`config.mk`:
```
export PLATFORM = sky130hd
export DESIGN_NAME = enc_trig
export DESIGN_NICKNAME = d
export VERILOG_FILES = /design/src/enc_trig_pkg.sv /design/src/phase_filter.sv /design/src/enc_trig.sv
export SDC_FILE = /design/constraint.sdc
export NUM_CORES = 2
export LEC_CHECK = 0
export ABC_AREA = 1
export BUFFER_PORTS_ARGS = -buffer_cell sky130_fd_sc_hd__buf_2
export CAP_MARGIN = 40
export CORE_MARGIN = 2
export CORE_UTILIZATION = 40
export CTS_BUF_LIST = sky130_fd_sc_hd__clkbuf_16
export DETAILED_ROUTE_END_ITERATION = 10
export GPL_TIMING_DRIVEN = 0
export PLACE_DENSITY = 0.69
export SLEW_MARGIN = 20
export SYNTH_ARGS = -nofsm -noshare
export SYNTH_HDL_FRONTEND = slang
export SYNTH_HIERARCHICAL = 1
export SYNTH_SLANG_ARGS = --single-unit
export TNS_END_PERCENT = 10
```
`constraint.sdc`:
```
create_clock -name CLK -period 12.4 [get_ports CLK]
set_clock_uncertainty 0.2 [all_clocks]
set_input_delay 0 -clock CLK [delete_from_list [all_inputs] [get_ports CLK]]
set_output_delay 0 -clock CLK [all_outputs]
set_load 0.02 [all_outputs]
```
`src/enc_trig_pkg.sv`:
```
// shared constants for the encoder trigger generator
package enc_trig_pkg;
  // ----------------------------------------
  // clock and time
  // ----------------------------------------
  localparam int unsigned CLK_NS      = 50;
  localparam int unsigned SEC_NS      = 1000000000;
  localparam int unsigned CYC_PER_SEC = SEC_NS / CLK_NS;
  localparam int unsigned FILT_MAX_NS = 150;
  localparam int unsigned FILT_CYC_W  = 4;
  localparam int unsigned MAX_IV_S    = 60;
  // ----------------------------------------
  // register offsets (byte addresses)
  // ----------------------------------------
  localparam logic [7:0] OFS_SRC     = 8'h00;
  localparam logic [7:0] OFS_CTRL    = 8'h04;
  localparam logic [7:0] OFS_DIV     = 8'h08;
  localparam logic [7:0] OFS_SKIP    = 8'h0c;
  localparam logic [7:0] OFS_FILT    = 8'h10;
  localparam logic [7:0] OFS_WIDTH   = 8'h14;
  localparam logic [7:0] OFS_MAXIV   = 8'h18;
  localparam logic [7:0] OFS_BACK    = 8'h1c;
  localparam logic [7:0] OFS_STAT    = 8'h20;
  // ----------------------------------------
  // field positions
  // ----------------------------------------
  localparam int unsigned SRC_B_LSB  = 8;
  localparam int unsigned CTRL_METH  = 0;
  localparam int unsigned CTRL_MODE  = 4;
  localparam int unsigned CTRL_DIR   = 8;
  localparam int unsigned CTRL_AVG   = 12;
  localparam int unsigned CTRL_BEGIN = 16;
  // ----------------------------------------
  // codes and reset values
  // ----------------------------------------
  localparam logic [5:0]  SRC_OFF    = 6'h00;
  localparam logic [5:0]  SRC_TTL1   = 6'h17;
  localparam logic [5:0]  SRC_OPT    = 6'h18;
  localparam logic [5:0]  SRC_TTL4   = 6'h21;
  localparam logic        METH_FRAC  = 1'h0;
  localparam logic        METH_SKIP  = 1'h1;
  localparam logic [2:0]  MODE_ADV   = 3'h1;
  localparam logic [2:0]  MODE_RET   = 3'h2;
  localparam logic [2:0]  MODE_MOT   = 3'h5;
  localparam logic        DIR_FWD    = 1'h0;
  localparam logic [2:0]  AVG_NONE   = 3'h0;
  localparam logic [2:0]  AVG_MAX    = 3'h5;
  localparam logic [31:0] DIV_RST    = 32'h0001_0000;
  localparam logic [32:0] FRAC_STEP  = 33'h0_0001_0000;
  localparam logic [15:0] SKIP_RST   = 16'h0000;
  localparam logic [7:0]  FILT_RST   = 8'h00;
  localparam logic [11:0] WIDTH_RST  = 12'h064;
  localparam logic [5:0]  MAXIV_RST  = 6'h00;
endpackage

```
`src/phase_filter.sv`:
```
// synchroniser and stability filter for the encoder line inputs
module phase_filter
  import enc_trig_pkg::*;
#(
  parameter int unsigned W = 3
) (
  // clock and reset
  input  wire logic                  clk,
  input  wire logic                  rst,
  // raw pins and filtered levels
  input  wire logic [W-1:0]          raw,
  input  wire logic [FILT_CYC_W-1:0] lim,
  output logic      [W-1:0]          q
);
  // ----------------------------------------
  // state
  // ----------------------------------------
  typedef struct packed {
    logic [W-1:0]                 s1;
    logic [W-1:0]                 s2;
    logic [W-1:0]                 q;
    logic [W-1:0][FILT_CYC_W-1:0] cnt;
  } flt_t;

  flt_t st_r;
  flt_t st_nxt;

  if (W == 0) begin : g_chk
    $error("phase_filter needs at least one input");
  end

  // ----------------------------------------
  // next state
  // ----------------------------------------
  always_comb begin
    st_nxt    = st_r;
    st_nxt.s1 = raw;
    st_nxt.s2 = st_r.s1;
    for (int i = 0; i < W; i++) begin
      // a level must stand lim+1 cycles past the sync before it is taken
      if (st_r.s2[i] == st_r.q[i]) begin
        st_nxt.cnt[i] = '0;
      end else if (st_r.cnt[i] >= lim) begin
        st_nxt.q[i]   = st_r.s2[i];
        st_nxt.cnt[i] = '0;
      end else begin
        st_nxt.cnt[i] = st_r.cnt[i] + 1'b1;
      end
    end
  end

  always_ff @(posedge clk or posedge rst) begin
    if (rst) begin
      st_r <= '0;
    end else begin
      st_r <= st_nxt;
    end
  end

  assign q = st_r.q;
endmodule // phase_filter

```
`src/enc_trig.sv`:
```
// encoder to line trigger generator
// Contract
// phase sources selectable, off by default
// method: fractional division or edge skipping
// fractional: rate edges times 65536 over divisor
// skipping: programmed edges pass between triggers
// travel mode: advance, retreat or motion
// advance mode suppresses images until backlash zero
// retreat mode suppresses images until backlash zero
// motion mode: image at every increment
// backlash counts up on reverse pulses
// backlash counts down on selected direction
// input level must stay stable filter time
// trigger pulse stretched to programmed width
// interval averaging over 2 to 32 pulses
// averaging only in non-integer fractional division
// max interval ignored for integer divisor
// max interval zero: input period alone
// max interval nonzero limits output period
// object direction sets positive direction
// quadrature decode gives edge and direction
//
// Local design decisions: the strobed register port and the address map.
module enc_trig
  import enc_trig_pkg::*;
#(
  parameter int unsigned CYC_SEC = CYC_PER_SEC
) (
  // clock and reset
  input  wire logic        CLK,
  input  wire logic        RST,
  // register port
  input  wire logic [7:0]  REG_ADDR,
  input  wire logic [31:0] REG_WDATA,
  input  wire logic        REG_WR,
  input  wire logic        REG_RD,
  output logic      [31:0] REG_RDATA,
  // line inputs
  input  wire logic        TTL1_IN,
  input  wire logic        OPT_IN,
  input  wire logic        TTL4_IN,
  // trigger outputs
  output logic             TRIG_OUT,
  output logic             IMAGE_OUT
);
  if (CYC_SEC == 0 || CYC_SEC > 32'h0400_0000) begin : g_chk
    $error("CYC_SEC out of range");
  end

  // ----------------------------------------
  // state
  // ----------------------------------------
  typedef struct packed {
    logic [5:0]  sa;
    logic [5:0]  sb;
    logic        meth;
    logic [2:0]  mode;
    logic        odir;
    logic [2:0]  avgd;
    logic [31:0] div;
    logic [15:0] skip;
    logic [7:0]  filt;
    logic [11:0] width;
    logic [5:0]  maxs;
    logic [31:0] back;
    logic [1:0]  ab;
    logic [32:0] acc;
    logic [15:0] scnt;
    logic [31:0] iv;
    logic [31:0] avg;
    logic [31:0] gap;
    logic [11:0] wcnt;
    logic        trig;
    logic        img;
    logic        ok;
    logic        up;
    logic [31:0] rdata;
  } st_t;

  st_t st_r;
  st_t st_nxt;

  // ----------------------------------------
  // helpers
  // ----------------------------------------
  function automatic logic sel_pin(input logic [5:0] code, input logic [2:0] pins);
    case (code)
      SRC_TTL1: sel_pin = pins[0];
      SRC_OPT:  sel_pin = pins[1];
      SRC_TTL4: sel_pin = pins[2];
      default:  sel_pin = 1'b0;
    endcase
  endfunction

  // rounds a time in ns up to whole clock cycles
  function automatic logic [11:0] ns_to_cyc(input logic [11:0] ns);
    logic [12:0] t;
    t = 13'(ns) + 13'(CLK_NS - 1);
    ns_to_cyc = 12'(t / 13'(CLK_NS));
  endfunction

  // ----------------------------------------
  // inputs
  // ----------------------------------------
  logic [2:0]  pins_f;
  logic [FILT_CYC_W-1:0] flim;

  assign flim = FILT_CYC_W'(ns_to_cyc({4'h0, st_r.filt}));

  phase_filter #(
    .W (3)
  ) u_filt (
    .clk (CLK),
    .rst (RST),
    .raw ({TTL4_IN, OPT_IN, TTL1_IN}),
    .lim (flim),
    .q   (pins_f)
  );

  logic        pa;
  logic        pb;
  logic [1:0]  ab_now;
  logic        step;
  logic        cw;
  logic        pos;
  logic        sel_dir;
  logic        dirmode;

  assign pa      = sel_pin(st_r.sa, pins_f);
  assign pb      = sel_pin(st_r.sb, pins_f);
  assign ab_now  = {pa, pb};
  assign step    = ^(ab_now ^ st_r.ab);
  assign cw      = st_r.ab[1] ^ pb;
  assign pos     = cw ^ st_r.odir;
  assign dirmode = (st_r.mode == MODE_ADV) || (st_r.mode == MODE_RET);
  assign sel_dir = (st_r.mode == MODE_RET) ? !pos : pos;

  // ----------------------------------------
  // trigger timing
  // ----------------------------------------
  logic        int_mult;
  logic        pend;
  logic [63:0] prod;
  logic [31:0] space;
  logic [31:0] lim_cyc;
  logic [31:0] space_lim;
  logic        fire;
  logic        skip_hit;
  logic [11:0] wcyc;

  assign int_mult  = (st_r.div[15:0] == 16'h0000);
  assign pend      = (st_r.acc >= {1'b0, st_r.div});
  assign prod      = 64'(st_r.avg) * 64'(st_r.div);
  assign space     = (prod[63:48] != 16'h0000) ? 32'hffff_ffff : prod[47:16];
  assign lim_cyc   = 32'(st_r.maxs) * 32'(CYC_SEC);
  assign space_lim = (st_r.maxs != 6'h00 && lim_cyc < space) ? lim_cyc : space;
  assign skip_hit  = step && (st_r.scnt == st_r.skip);
  assign wcyc      = (ns_to_cyc(st_r.width) == 12'h000) ? 12'h001 : ns_to_cyc(st_r.width);

  always_comb begin
    if (st_r.meth == METH_SKIP) begin
      fire = skip_hit;
    end else if (int_mult) begin
      fire = pend;
    end else begin
      fire = pend && (st_r.gap >= space_lim);
    end
  end

  // ----------------------------------------
  // next state
  // ----------------------------------------
  logic        wr_begin;
  logic        img_ok;
  logic [32:0] dlt;

  assign wr_begin = REG_WR && (REG_ADDR == OFS_CTRL) && REG_WDATA[CTRL_BEGIN];
  // a reverse step masks its own image, not only the ones after it
  assign img_ok   = !dirmode || (st_r.ok && (!step || sel_dir));

  always_comb begin
    st_nxt    = st_r;
    st_nxt.ab = ab_now;
    dlt       = 33'(st_r.iv) - 33'(st_r.avg);
    // register writes
    if (REG_WR) begin
      case (REG_ADDR)
        OFS_SRC: begin
          st_nxt.sa = REG_WDATA[5:0];
          st_nxt.sb = REG_WDATA[SRC_B_LSB +: 6];
        end
        OFS_CTRL: begin
          st_nxt.meth = REG_WDATA[CTRL_METH];
          st_nxt.mode = REG_WDATA[CTRL_MODE +: 3];
          st_nxt.odir = REG_WDATA[CTRL_DIR];
          st_nxt.avgd = (REG_WDATA[CTRL_AVG +: 3] > AVG_MAX) ? AVG_MAX : REG_WDATA[CTRL_AVG +: 3];
        end
        OFS_DIV:   st_nxt.div   = (REG_WDATA == 32'h0) ? 32'h1 : REG_WDATA;
        OFS_SKIP:  st_nxt.skip  = REG_WDATA[15:0];
        OFS_FILT:  st_nxt.filt  = (REG_WDATA[7:0] > 8'(FILT_MAX_NS)) ? 8'(FILT_MAX_NS) : REG_WDATA[7:0];
        OFS_WIDTH: st_nxt.width = REG_WDATA[11:0];
        OFS_MAXIV: st_nxt.maxs  = (REG_WDATA[5:0] > 6'(MAX_IV_S)) ? 6'(MAX_IV_S) : REG_WDATA[5:0];
        default: begin
        end
      endcase
    end
    // interval measurement and averaging
    st_nxt.gap = (st_r.gap == 32'hffff_ffff) ? st_r.gap : st_r.gap + 32'h1;
    st_nxt.iv  = (st_r.iv == 32'hffff_ffff) ? st_r.iv : st_r.iv + 32'h1;
    if (step) begin
      st_nxt.iv = 32'h1;
      if (st_r.avgd == AVG_NONE || int_mult || st_r.meth == METH_SKIP) begin
        st_nxt.avg = st_r.iv;
      end else begin
        st_nxt.avg = 32'(33'(st_r.avg) + 33'($signed(dlt) >>> st_r.avgd));
      end
    end
    // backlash tracking, image permitted only at zero
    if (step && dirmode) begin
      st_nxt.up = pos;
      if (!sel_dir) begin
        if (st_r.back != 32'hffff_ffff) begin
          st_nxt.back = st_r.back + 32'h1;
        end
        st_nxt.ok = 1'b0;
      end else if (st_r.back != 32'h0) begin
        st_nxt.back = st_r.back - 32'h1;
        st_nxt.ok   = 1'b0;
      end else begin
        st_nxt.ok = 1'b1;
      end
    end
    if (wr_begin) begin
      st_nxt.back = 32'h0;
      st_nxt.ok   = 1'b1;
    end
    // edge skipping counter
    if (step) begin
      st_nxt.scnt = skip_hit ? 16'h0000 : st_r.scnt + 16'h1;
    end
    // fractional accumulator
    st_nxt.acc = st_r.acc;
    if (step && !st_r.acc[32]) begin
      st_nxt.acc = st_r.acc + FRAC_STEP;
    end
    if (st_r.meth == METH_SKIP || wr_begin) begin
      st_nxt.acc = '0;
    end else if (fire) begin
      st_nxt.acc = st_nxt.acc - {1'b0, st_r.div};
    end
    // pulse stretch; a new trigger restarts the width
    if (fire) begin
      st_nxt.gap  = 32'h0;
      st_nxt.trig = 1'b1;
      st_nxt.img  = img_ok;
      st_nxt.wcnt = wcyc - 12'h1;
    end else if (st_r.wcnt != 12'h000) begin
      st_nxt.wcnt = st_r.wcnt - 12'h1;
    end else begin
      st_nxt.trig = 1'b0;
      st_nxt.img  = 1'b0;
    end
    // register reads
    st_nxt.rdata = 32'h0;
    if (REG_RD) begin
      case (REG_ADDR)
        OFS_SRC:   st_nxt.rdata = {18'h0, st_r.sb, 2'h0, st_r.sa};
        OFS_CTRL:  st_nxt.rdata = {17'h0, st_r.avgd, 3'h0, st_r.odir, 1'h0, st_r.mode, 3'h0,
                                   st_r.meth};
        OFS_DIV:   st_nxt.rdata = st_r.div;
        OFS_SKIP:  st_nxt.rdata = {16'h0, st_r.skip};
        OFS_FILT:  st_nxt.rdata = {24'h0, st_r.filt};
        OFS_WIDTH: st_nxt.rdata = {20'h0, st_r.width};
        OFS_MAXIV: st_nxt.rdata = {26'h0, st_r.maxs};
        OFS_BACK:  st_nxt.rdata = st_r.back;
        OFS_STAT:  st_nxt.rdata = {26'h0, st_r.ab, st_r.up, st_r.ok, st_r.img, st_r.trig};
        default:   st_nxt.rdata = 32'h0;
      endcase
    end
  end

  // ----------------------------------------
  // registers
  // ----------------------------------------
  always_ff @(posedge CLK or posedge RST) begin
    if (RST) begin
      st_r       <= '0;
      st_r.sa    <= SRC_OFF;
      st_r.sb    <= SRC_OFF;
      st_r.meth  <= METH_FRAC;
      st_r.mode  <= MODE_MOT;
      st_r.odir  <= DIR_FWD;
      st_r.avgd  <= AVG_NONE;
      st_r.div   <= DIV_RST;
      st_r.skip  <= SKIP_RST;
      st_r.filt  <= FILT_RST;
      st_r.width <= WIDTH_RST;
      st_r.maxs  <= MAXIV_RST;
      st_r.ok    <= 1'b1;
    end else begin
      st_r <= st_nxt;
    end
  end

  assign REG_RDATA = st_r.rdata;
  assign TRIG_OUT  = st_r.trig;
  assign IMAGE_OUT = st_r.img;
endmodule // enc_trig

```
==> qor.yml <==
critical_path:
  path_max_fanout: 10
  slowest_stage: "fa_2"
  startpoint: "st_r[273]"
  reg2reg_setup_slack_ns: -1.14
  cp-start-kind: "register"
  crit_required_ns: 12.71
  arrival_ns: 13.85
  r2r-start: "st_r[273]"
  path_class: "reg -> reg"
  slowest_delay_ns: 0.65
  crit_path_end_kind: "register"
outcome:
  violations: "setup timing"
  status: "finished with violations"
die:
  fp.dieW_um: 395
  initial_core_util_pct: 40.3
  die_h_um: 395
  rows: 143
  coreArea_mm2: 0.152
  dieArea_mm2: 0.156
  ios: 81
finish:
  syn2layout_area_growth_pct: 14.6
  diodes: 0
  fin_util_pct: 46.2
  drive_gt1_share_pct: 10.8
  fin_nets: 9880
  fin_cells: 10456
  stdcell_area_mm2: 0.0701
power:
  total_power_w: 0.0115
  p_per_area_mw_per_mm2: 165
  p_leak_nw: 38.7
  ir_worst_vdd_v: 0.000261
sta:
  slew_headroom_pct: 39.7
  setup_violations: 79
  hold_violations: 0
  fmax_mhz: 73.8
  final.setup.worst_slack_ns: -1.14
  period_needed_ns: 13.54
  fin_tns_setup_ns: -57.50
  period_share_pct: 109
  worstMarginPinSlew_ns: 0.905
  finalMaxSlewViolations: 0
  rsz0062_at_grt: "yes"
yosys:
  synthFlopType: "dfrtp_1"
  synth_edf_count: 0
  seq_area_frac_synth_pct: 14.0
  synth.most_common_cell: "nand2_1"
  yosys-top-cells-area: "fa_1 (30%), dfrtp_1 (14%), nand2_1 (12%)"
  syn_area_per_cell_um2: 7.60
  synth_top_cell_by_area: "fa_1"
  async_reset_ff_share_pct: 100
  yosys.cell_types.count: 63
  syn_nets: 9535
  synth_commonest_cells: "nand2_1 (1935), inv_1 (1888), fa_1 (909), ha_1 (529), o21ai_0 (379)"
  syn_inst: 8050
  ys_ff_latch: 342
  synth_top_area_share_pct: 29.7
  syn_area_mm2: 0.0612
  yosys_warnings: 6
routing:
  drt_first_iter_violations: 4950
  firstDrtPassIters: 7
  totalWireLength_mm: 222
  ant_nets: 0
  wl_per_cell_um: 21.2
  viasPerCell: 5.31
  drc: 0
  num_vias: 55514
place:
  globalplace.congestion: 1.01
  dp.cells: 10222
  dpl_cell_area_mm2: 0.0651
  portBuffers: 76
  place_hpwl_mm: 182
global_route:
  track_usage_pct: 28.3
  grt_start_max_net_pins: 102
  grt_pass1_wl_mm: 338
  grt-ovfl-total: 0
  grt_pass1_vias: 56503
  antenna_found_initial: 5
clock_tree:
  htree_levels: 2
  cts_buffer_depth: 3
  cts_tree: "yes"
  clk_pin_slew_ns: 0.07
  insertion_delay_ns: 0.62
  clock_sinks: 342
  cts_root_buffer: "clkbuf_16"
  cts_made_buffers: 41
hold_path:
  hold_class: "in -> reg"
  hold_start: "REG_WDATA[24]"
flow_run:
  cap_violations: 0
layout by cell type (no fill, tap or decap), drive strengths merged, types with 7 or more instances in the layout:
| cell | Yosys | layout |
|---|---|---|
| o22ai | 52 | 52 |
| clkinv | 5 | 21 |
| o31ai | 8 | 8 |
| a221oi | 12 | 12 |
| a21boi | 14 | 14 |
| o21bai | 16 | 16 |
| fa | 909 | 909 |
| nor3 | 77 | 77 |
| mux2i | 20 | 20 |
| xor2 | 139 | 139 |
| nor2 | 335 | 335 |
| nand2 | 1969 | 1969 |
| ha | 529 | 529 |
| nand3 | 188 | 188 |
| inv | 1899 | 1908 |
| clkbuf | 338 | 309 |
| o21a | 8 | 8 |
| dfrtp | 335 | 335 |
| buf | 48 | 363 |
| o21ai | 401 | 401 |
| or2 | 29 | 29 |
| dfstp | 7 | 7 |
| a21o | 12 | 12 |
| o311ai | 7 | 7 |
| xnor2 | 83 | 83 |
| a21oi | 356 | 356 |
| a211oi | 24 | 24 |
| nor3b | 10 | 10 |
| nand4 | 100 | 100 |
| a31oi | 36 | 36 |
| nor4 | 38 | 38 |
| o211ai | 11 | 11 |
| dlygate4sd3 | 0 | 58 |
per-stage QoR:
stage | hold WS [ns] | worst slack [ns]
2_1_floorplan | -0.223 | 0.0107
3_3_place_gp | -0.0898 | -4.02
3_5_place_dp | -0.131 | -4.03
4_1_cts | 0.000323 | -1.13
5_1_grt | 0.0326 | -1.64
6_report | 0.0213 | -1.14
sequential cells by signal (all words and copies together), names as in the netlist:
signal         cells
u_filt/q           3
u_filt/st_r       15
u_filt/st_nxt      3
st_r             287
TRIG_OUT           1
IMAGE_OUT          1
REG_RDATA         32
power by group:
| group | switching, W | leakage (nW) | total (W) | internal (W) |
|---|---|---|---|---|
| Sequential | 0.000111 | 4.27 | 0.00131 | 0.00120 |
| Clock | 0.000544 | 0.671 | 0.00125 | 0.000705 |
| Combinational | 0.00565 | 33.8 | 0.00898 | 0.00333 |
| Total | 0.00631 | 38.7 | 0.0115 | 0.00524 |
kinds of logic after synthesis:
kind of cell    synth area share [%]
simple gates                    18.8
buf+inv                         14.3
fa+ha+maj                       40.5
compound gates                  8.87
flops                           14.0
xor+xnor                        3.21
mux                            0.327
path summary, 6_finish.rpt:
| check | depth (start not counted) | to |
|---|---|---|
| worst max-delay path | 66 | st_r[40] |
| worst min-delay path | 4 | st_r[293] |
| worst max register to register | 66 | st_r[40] |
| worst min register to register | 0 | u_filt/st_r[16] |
| max in group asynchronous | 6 | st_r[54] |
| min in group asynchronous | 4 | u_filt/st_r[5] |
layout make-up:
type                    instances  area, µm²
multi-input cells            5418      44900
flip-flops and latches        342       8610
inverters                    1904       7160
fillers                     14894      81800
well taps                    2030       2540
repair buffers                337       2970
clock buffers                  42       1050
plain buffers                 351       2650
clock inverters                32        289
per-layer routing:
metal | GRT usage, % | share of wire (%)
met1 | 35.7 | 39
met2 | 44.8 | 45
met3 | 6.73 | 9.5
met4 | 15.5 | 6.7
met5 | 0 | 0.018
critical path, delay by kind of cell, from the launching register on:
family	cells	cell delay, ns
simple gates	19	2.35
xor+xnor	1	0.17
fa+ha+maj	12	5.17
flops	1	0.37
buf+inv	19	2.23
compound gates	15	2.93
timing repair:
item                                    CTS  global route
cloned                                    2             1
setup buffers                            82            47
pin swaps                                62            96
resized for setup                       532           184
hold buffers                             58             0
endpoints found under the setup margin   79            79
endpoints found under the hold margin   381             0
No activity file was read; power rests on OpenSTA's default activity.
